File: config.mk
export PLATFORM = sky130hd
export DESIGN_NAME = bcmd_top
export DESIGN_NICKNAME = d
export VERILOG_FILES = /design/src/bcmd_pkg.sv /design/src/bcmd_serr_if.sv /design/src/bcmd_serr_gen.sv /design/src/bcmd_top.sv
export SDC_FILE = /design/constraint.sdc
export NUM_CORES = 1
export LEC_CHECK = 0
export ABC_AREA = 1
export BUFFER_PORTS_ARGS = -buffer_cell sky130_fd_sc_hd__clkbuf_2
export CAP_MARGIN = 20
export CORE_ASPECT_RATIO = 1.2
export CORE_MARGIN = 5
export CORE_UTILIZATION = 34
export DETAILED_ROUTE_END_ITERATION = 16
export PLACE_DENSITY = 0.8
export SLEW_MARGIN = 10
export SYNTH_ARGS = -nofsm -noshare
export SYNTH_HDL_FRONTEND = slang
export SYNTH_SLANG_ARGS = --single-unit
export TNS_END_PERCENT = 100
File: constraint.sdc
create_clock -name sys_clk_i -period 0.8 [get_ports sys_clk_i]
set_input_delay 0.04 -clock sys_clk_i [delete_from_list [all_inputs] [get_ports sys_clk_i]]
set_output_delay 0.04 -clock sys_clk_i [all_outputs]
set_load 0.005 [all_outputs]
File: src/bcmd_pkg.sv
// ==========================================================================
// constants of the bridge command block
package bcmd_pkg;
	// config space word that holds command (low) and status (high)
	localparam logic [7:0]  BCMD_CMD_OFFSET   = 8'h04;
	localparam logic [15:0] BCMD_CMD_RESET    = 16'h0000;
	localparam logic [15:0] BCMD_STS_RESET    = 16'h00a0;
	// command bit positions
	localparam int BCMD_IO_EN_BIT   = 0;
	localparam int BCMD_MEM_EN_BIT  = 1;
	localparam int BCMD_BME_BIT     = 2;
	localparam int BCMD_SCE_BIT     = 3;
	localparam int BCMD_MWI_BIT     = 4;
	localparam int BCMD_PERR_BIT    = 6;
	localparam int BCMD_STEP_BIT    = 7;
	localparam int BCMD_SERR_BIT    = 8;
	localparam int BCMD_FB2B_BIT    = 9;
	// writable command bits: serr, bus master, memory, i/o
	localparam logic [15:0] BCMD_CMD_WMASK    = 16'h0107;
	// status: signaled system error, write-one-to-clear
	localparam int BCMD_STS_SSE_BIT = 14;
	// status hardwired ones: fast b2b capable (7), 66 MHz (5)
	localparam logic [15:0] BCMD_STS_FIXED    = 16'h00a0;
endpackage : bcmd_pkg

File: src/bcmd_serr_if.sv
`timescale 1ns/1ps
// ==========================================================================
// link between the register bank and the error message generator
interface bcmd_serr_if;
	logic enable;  // this function's serr message enable
	logic err;     // enabled error condition, pulse
	logic msg;     // message request, one cycle
	modport gen (input enable, input err, output msg);
	modport bank (output enable, output err, input msg);
endinterface : bcmd_serr_if

File: src/bcmd_serr_gen.sv
`timescale 1ns/1ps
// ==========================================================================
// system error message generator
module bcmd_serr_gen
	import bcmd_pkg::*;
(
	input  wire logic  sys_clk_i,
	input  wire logic  sys_rst_i,
	bcmd_serr_if.gen   serr
);
	logic msg_d;  // next message request
	logic msg_q;  // registered message request

	// message only while enabled; no pin, the hub link carries it
	assign msg_d = serr.enable & serr.err;
	assign serr.msg = msg_q;

	// ======================================================================
	// message register
	always_ff @(posedge sys_clk_i)
	begin
		if (sys_rst_i)
			msg_q <= 1'b0;
		else
			msg_q <= msg_d;
	end
endmodule // bcmd_serr_gen

File: src/bcmd_top.sv
`timescale 1ns/1ps
// Operation
// - 16-bit command at 04h, resets zero
// - fast back-to-back bit 9 reads zero
// - stepping bit 7 reads zero
// - parity response bit 6 reads zero
// - bits 4 and 3 read zero
// - bus master bit 2 stored only
// - enabled errors send message when bit 8
// - bit 8 clear sends no message
// - errors signalled only as link messages
// - enable covers this function only
// - status register reports signaled system error
// - bit 1 gates memory window forwarding
// - bit 0 gates i/o window forwarding
// - status bit 14 set, write-one clears
module bcmd_top
	import bcmd_pkg::*;
(
	input  wire logic        sys_clk_i,
	input  wire logic        sys_rst_i,
	input  wire logic        cfg_wr_i,      // config write strobe
	input  wire logic        cfg_rd_i,      // config read strobe
	input  wire logic [7:0]  cfg_addr_i,    // config byte offset
	input  wire logic [3:0]  cfg_be_i,      // byte enables
	input  wire logic [31:0] cfg_wdata_i,   // config write data
	input  wire logic        err_i,         // error already enabled by ctrl
	input  wire logic        mem_hit_i,     // access hits memory windows
	input  wire logic        io_hit_i,      // access hits i/o window
	output logic [31:0]      cfg_rdata_o,   // read data
	output logic             cfg_rvalid_o,  // read data valid
	output logic             syserr_msg_o,  // message request to hub link
	output logic             mem_fwd_o,     // forward memory access
	output logic             io_fwd_o,      // forward i/o access
	output logic             mem_window_enable_o,
	output logic             io_window_enable_o
);
	// ======================================================================
	// declarations
	logic [15:0] cmd_q;        // bridge_command storage
	logic [15:0] cmd_d;        // next command value
	logic        sse_q;        // signaled system error flag
	logic        sse_d;        // next flag value
	logic [31:0] rdata_q;      // held read data
	logic [31:0] rdata_d;      // word picked for a read
	logic        rvalid_q;     // read data valid pulse
	logic        mem_fwd_q;    // gated memory forward
	logic        io_fwd_q;     // gated i/o forward
	logic        hit;          // offset matches our word
	logic        wr_cmd;       // write to command half
	logic [15:0] cmd_wdata;    // write data cut to writable bits
	logic [15:0] cmd_be_mask;  // bit mask from byte enables
	logic        sse_clr;      // write one to status bit 14
	logic [15:0] sts_rd;       // primary_status as read

	// enable, enabled error and message shared with the generator
	bcmd_serr_if serr ();

	// ======================================================================
	// decode
	// only the word index is compared; byte lanes pick the halves
	// lanes 0 and 1 load the command, lane 3 clears the status flag
	assign hit = (cfg_addr_i[7:2] == BCMD_CMD_OFFSET[7:2]);
	assign wr_cmd = cfg_wr_i & hit & (cfg_be_i[1:0] != 2'b00);
	assign cmd_be_mask = {{8{cfg_be_i[1]}}, {8{cfg_be_i[0]}}};
	// only the four storage bits take writes; the rest stay zero
	assign cmd_wdata = cfg_wdata_i[15:0] & BCMD_CMD_WMASK;
	assign cmd_d = (cmd_q & ~(cmd_be_mask & BCMD_CMD_WMASK))
		| (cmd_wdata & cmd_be_mask);
	assign sse_clr = cfg_wr_i & hit & cfg_be_i[3]
		& cfg_wdata_i[16 + BCMD_STS_SSE_BIT];
	// set wins over a clear in the same cycle
	assign sse_d = serr.msg | (sse_q & ~sse_clr);
	assign sts_rd = BCMD_STS_FIXED
		| ({15'h0000, sse_q} << BCMD_STS_SSE_BIT);
	// a read beside a write in one cycle returns the old word
	assign rdata_d = hit ? {sts_rd, cmd_q} : 32'h0000_0000;

	// ======================================================================
	// system error path
	// this function's own enable; the host function has another
	assign serr.enable = cmd_q[BCMD_SERR_BIT];
	assign serr.err = err_i;

	bcmd_serr_gen u_gen (
		.sys_clk_i (sys_clk_i),
		.sys_rst_i (sys_rst_i),
		.serr      (serr)
	);

	// ======================================================================
	// command register
	// loads only when a write touches a command lane
	always_ff @(posedge sys_clk_i)
	begin
		if (sys_rst_i)
			cmd_q <= BCMD_CMD_RESET;
		else if (wr_cmd)
			cmd_q <= cmd_d;
	end

	// ======================================================================
	// status flag
	// the message itself sets it, so no event is ever lost
	always_ff @(posedge sys_clk_i)
	begin
		if (sys_rst_i)
			sse_q <= 1'b0;
		else
			sse_q <= sse_d;
	end

	// ======================================================================
	// read port, one cycle latency; unmapped offsets read zero
	always_ff @(posedge sys_clk_i)
	begin
		if (sys_rst_i)
		begin
			rdata_q  <= 32'h0000_0000;
			rvalid_q <= 1'b0;
		end
		else
		begin
			rvalid_q <= cfg_rd_i;
			// held between reads for a slow reader
			if (cfg_rd_i)
				rdata_q <= rdata_d;
		end
	end

	// ======================================================================
	// forwarding gates, registered so outputs come from flops
	// limitation: the forward lags the hit by one cycle
	always_ff @(posedge sys_clk_i)
	begin
		if (sys_rst_i)
		begin
			mem_fwd_q <= 1'b0;
			io_fwd_q  <= 1'b0;
		end
		else
		begin
			mem_fwd_q <= mem_hit_i & cmd_q[BCMD_MEM_EN_BIT];
			io_fwd_q  <= io_hit_i & cmd_q[BCMD_IO_EN_BIT];
		end
	end

	// ======================================================================
	// outputs, each straight from a flop
	assign cfg_rdata_o         = rdata_q;
	assign cfg_rvalid_o        = rvalid_q;
	assign syserr_msg_o        = serr.msg;
	assign mem_fwd_o           = mem_fwd_q;
	assign io_fwd_o            = io_fwd_q;
	// raw enables let the window compare skip lookups when off
	assign mem_window_enable_o = cmd_q[BCMD_MEM_EN_BIT];
	assign io_window_enable_o  = cmd_q[BCMD_IO_EN_BIT];
endmodule // bcmd_top
==> impl_metrics.yaml, run 1 <==
synth:
  synth_cell_types: 18
  yosysTopAreaCell: "dfxtp_1"
  synthesis.instances: 105
  synth_area_sq_um: 817
  synth-main-ff-cell: "dfxtp_1"
  seq_area_frac_synth_pct: 36.8
  synth_area_per_cell_sq_um: 7.78
  async_flop_share_pct: 0
  netlist.area_leader.share_pct: 36.8
  synth-seq-cells: 15
  yosys-top-cells-area: "dfxtp_1 37%, buf_4 24%, nand2_1 6.9%"
  synth-edff-count: 0
  ys_warn_count: 0
global_route:
  grt_pass1_vias: 603
  grt_usage_pct: 9.59
  overflow: 0
  grt_max_degree: 11
  antenna_found_initial: 0
  grt_pass1_wl_microns: 2460
place:
  globalplace.congestion: 0.734
  io_buffers: 33
  pre_cts_slack_ps: -66.5
  hpwl_microns: 1320
clocking:
  cts_buffers: 3
  clk_pin_slew_ps: 90
  clock-sinks: 15
  clock_path_buffers: 2
  clock_latency_ps: 280
  cts-htree-levels: 1
  cts_tree: "built"
  ctsRootBufferMaster: "clkbuf_4"
power:
  pwr_density_cell_nw_per_um2: 1310
  swShare_pct: 25.4
  power_frac_seq_pct: 56.1
  leakagePower_nw: 0.545
  internal_power_w: 0.000999
  p_sw_w: 0.000339
  ir_drop_uv: 826
  pwr-share-clk_pct: 31.8
  comb_power_share_pct: 12.1
detailed_routing:
  drc_errors: 0
  wire_per_inst_microns: 9.10
  vias: 666
  drt_iter0_markers: 14
  drt-vias-per-instance: 3.78
  ant_nets: 0
  wl_microns: 1600
  dr.pass1.iters: 3
worst_setup_path:
  cp_cell_sequence: "clkbuf_2"
  worstSetupEndpointType: "primary output"
  start_kind: "flop"
  slowest_stage: "dfxtp_2"
  path_class: "flop to primary output"
  crit_arrival_ps: 750
  cp_top_family: "flip-flops"
  cp.required_ps: 760
  critical_path_buf_inv_count: 1
  cp_max_fo: 4
  cpPeakStageDelay_ps: 360
sta:
  post-route-period-util_pct: 98.5
  finalHoldViolCount: 0
  setup_violations: 0
  fmax_ghz: 1.27
  skew_ps: 2.20
  maxSlewViolCount: 0
  holdWs_ps: 24.3
  fin_ws_ps: 11.9
  tns_ps: 0
  fin_crit_ps: 788
  rsz0062_at_grt: "yes"
floorplan:
  initial_core_util_pct: 35.4
  rows: 19
  die_w_microns: 54.8
  io_pins: 89
  die_y_microns: 63.7
  dieArea_sq_um: 3490
  core_area_sq_um: 2310
flow_run:
  drv_cap: 0
finish:
  layout_common_cells: "30 x clkbuf_2, 25 x conb_1, 15 x nand2_1, 10 x nor2_1, 10 x dfxtp_2"
  fin_nets: 197
  final_common_cell: "clkbuf_2"
  antenna_cells: 0
  areaGrowthSynthToFinish_pct: 25.1
  fillCellCount: 258
  drive_above_1_share_pct: 40.7
worst_hold_path:
  hold_class: "input port to flop"
status:
  status: "completed"
cells in the mapped netlist, types with 2 or more instances:
cell      n
buf_4    26
dfxtp_1  15
nand2_1  15
nor2_1   10
inv_1     9
nand3_1   6
a21oi_1   4
nand4_1   4
nor2_2    3
o21ai_1   3
nand2_2   2
nand2_4   2
stage by stage:
step / utilization, % / power [W] / cells / cell area [sq um]
2_1_floorplan: - / 0.000933 / 129 / 907
3_3_place_gp: 39.8 / 0.000915 / 167 / 918
3_5_place_dp: 39.8 / 0.000916 / 167 / 918
4_1_cts: 42.8 / 0.00135 / 175 / 987
5_1_grt: 44.3 / 0.00142 / 176 / 1020
6_report: 44.3 / 0.00134 / 176 / 1020
power by group through the flow:
stage | Clock, W | Combinational, W | Sequential (W)
2_1_floorplan | 0 | 0.000164 | 0.000769
3_3_place_gp | 0 | 0.000146 | 0.000769
3_5_place_dp | 0 | 0.000146 | 0.000769
4_1_cts | 0.000440 | 0.000159 | 0.000752
5_1_grt | 0.000486 | 0.000186 | 0.000752
6_report | 0.000426 | 0.000162 | 0.000751
logic make-up after synthesis:
kind of cell,after synthesis,share of synthesized area (%)
AO/OA/AOI/OAI,8,5.05
AND/OR/NAND/NOR,44,28.6
other,1,0.459
buffers and inverters,37,29.1
flip-flops,15,36.8
what timing repair did:
item,in CTS,in global routing
hold endpoints to repair,3,0
gates cloned,0,0
hold buffers,3,0
resized for setup,3,13
setup endpoints to repair,4,11
setup buffers,1,1
pin swaps,0,0
routing by layer:
| layer | part of all wire, % | global-route usage (%) | wire length (microns) | up-vias |
|---|---|---|---|---|
| met3 | 9.2 | 1.65 | 148 | 4 |
| met1 | 42 | 12.7 | 672 | 270 |
| met2 | 45 | 13.2 | 727 | 35 |
| met5 | 0 | 0 | 0 | - |
| met4 | 3.3 | 7.48 | 53 | 0 |
| li1 | - | - | - | 357 |
final timing paths:
kind                                            end   startpoint  depth (start not counted)  slack, ps
worst max register to register                 flop         flop                          3         70
worst max-delay path            mem_window_enable_o         flop                          1         10
worst min-delay path                           flop  cfg_be_i[1]                          3         20
worst min register to register            mem_fwd_o         flop                          2        460
cell type report:
| type | count | area, sq um | share of cell area, % |
|---|---|---|---|
| flip-flops and latches | 15 | 313 | 30.6 |
| multi-input cells | 77 | 369 | 36.1 |
| repair buffers | 39 | 236 | 23.1 |
| clock buffers | 3 | 22.5 | 2.20 |
| clock inverters | 1 | 5.00 | 0.490 |
| well taps | 31 | 38.8 | 3.79 |
| inverters | 10 | 37.5 | 3.67 |
No activity file was read; power rests on OpenSTA's default activity.
==> run 2: changes to the inputs <==
==> constraint.sdc (replaced) <==
create_clock -name sys_clk_i -period 0.9 [get_ports sys_clk_i]
set_input_delay 0.045 -clock sys_clk_i [delete_from_list [all_inputs] [get_ports sys_clk_i]]
set_output_delay 0.045 -clock sys_clk_i [all_outputs]
set_load 0.005 [all_outputs]
==> run 2 against run 1 <==
Net effect: cell area down 4.5%; first-iteration DRC count down 36%; wire length down 5.8%; combinational power down 12%; final cell count down 1.1%; flip-flop and latch count unchanged; die area unchanged; critical endpoint unchanged.
==> impl_metrics.yaml, run 2 (synthesis results as in run 1) <==
worst_hold_path:
  hold_class: "input port to flop"
sta:
  rsz0062_at_grt: "no"
  finalHoldViolCount: 0
  fmax_ghz: 1.19
  setup_violations: 0
  post-route-period-util_pct: 93.2
  tns_ps: 0
  holdWs_ps: 35.5
  maxSlewViolCount: 0
  skew_ps: 2.90
  fin_crit_ps: 838
detailed_routing:
  vias: 663
  wire_per_inst_microns: 8.67
  dr.pass1.iters: 4
  ant_nets: 0
  drt-vias-per-instance: 3.81
  drt_iter0_markers: 9
  wl_microns: 1510
  drc_errors: 0
global_route:
  grt_max_degree: 11
  antenna_found_initial: 0
  grt_usage_pct: 9.12
  grt_pass1_vias: 550
  overflow: 0
  grt_pass1_wl_microns: 2290
worst_setup_path:
  cpPeakStageDelay_ps: 380
  worstSetupEndpointType: "primary output"
  crit_arrival_ps: 790
  cp_cell_sequence: "clkbuf_2"
  slowest_stage: "dfxtp_1"
  cp_top_family: "flip-flops"
  critical_path_buf_inv_count: 1
  path_class: "flop to primary output"
  start_kind: "flop"
  cp_max_fo: 4
  cp.required_ps: 850
place:
  io_buffers: 33
  globalplace.congestion: 0.700
  dp.cells: 167
  hpwl_microns: 1280
floorplan:
  die_y_microns: 63.7
  io_pins: 89
  dieArea_sq_um: 3490
  rows: 19
  initial_core_util_pct: 35.4
  core_area_sq_um: 2310
  die_w_microns: 54.8
power:
  leakagePower_nw: 0.522
  pwr_density_cell_nw_per_um2: 1210
  ir_drop_uv: 428
finish:
  areaGrowthSynthToFinish_pct: 19.4
  drive_above_1_share_pct: 32.9
  stdcell_count: 174
  antenna_cells: 0
  fin_nets: 195
  final_common_cell: "clkbuf_2"
  layout_common_cells: "33 x clkbuf_2, 25 x conb_1, 15 x nand2_1, 14 x dfxtp_1, 10 x nor2_1"
clocking:
  cts-htree-levels: 1
  cts_tree: "built"
  ctsRootBufferMaster: "clkbuf_4"
  clock_latency_ps: 280
  clock_path_buffers: 2
  clk_pin_slew_ps: 80
  cts_buffers: 3
  clock-sinks: 15
status:
  status: "completed"
flow_run:
  drv_cap: 0
[run 2: what timing repair did]
| item | CTS | global route |
|---|---|---|
| hold endpoints to repair | 3 | 0 |
| hold buffers | 3 | 0 |
| setup buffers | 0 | 0 |
| resized for setup | 0 | 1 |
| setup endpoints to repair | 0 | 1 |
[run 2: worst register-to-register path: stages, from the launching register on]
cell and delay [ps]:
dfxtp_1 380, nand2_1 70, o21ai_1 120
[run 2: power breakdown]
group | leakage [nW] | internal (W) | switching [W]
combinational | 0.385 | 0.0000561 | 0.0000863
sequential | 0.122 | 0.000666 | 0.00000130
clock | 0.0150 | 0.000172 | 0.000198
[run 2: cell type report]
class                           instances  area (sq um)
Clock buffer                            4          26.3
Tap cell                               31          38.8
Multi-Input combinational cell         77           369
Sequential cell                        15           302
Timing Repair Buffer                   37           203
Fill cell                             267          1330
Inverter                               10          37.5
[run 2: layer usage]
layer  share of wire [%]  track usage [%]  vias to the layer above  routed length [microns]
li1                    -                -                      352                        -
met1                  36             10.8                      264                      536
met2                  47             13.5                       42                      716
met3                  14             1.89                        5                      204
met4                 3.3             7.48                        0                       50
met5                   0                0                        -                        0
[run 2: path summary, 6_finish.rpt]
check,from,end,slack (ps),cells past startpoint
setup reg to reg,flop,cfg_rdata_o[1],280,2
setup / recovery,flop,mem_window_enable_o,60,1
hold reg to reg,flop,u_gen.serr.msg,450,2
hold / removal,cfg_be_i[1],flop,40,3
[run 2: stage by stage]
stage	power, W	instance area [sq um]	worst slack [ps]	util (%)
2_1_floorplan	0.000830	907	184	-
3_3_place_gp	0.000812	918	24.1	39.8
3_5_place_dp	0.000813	918	22.6	39.8
4_1_cts	0.00119	975	46.6	42.3
5_1_grt	0.00126	976	11.0	42.3
6_report	0.00118	976	61.6	42.3
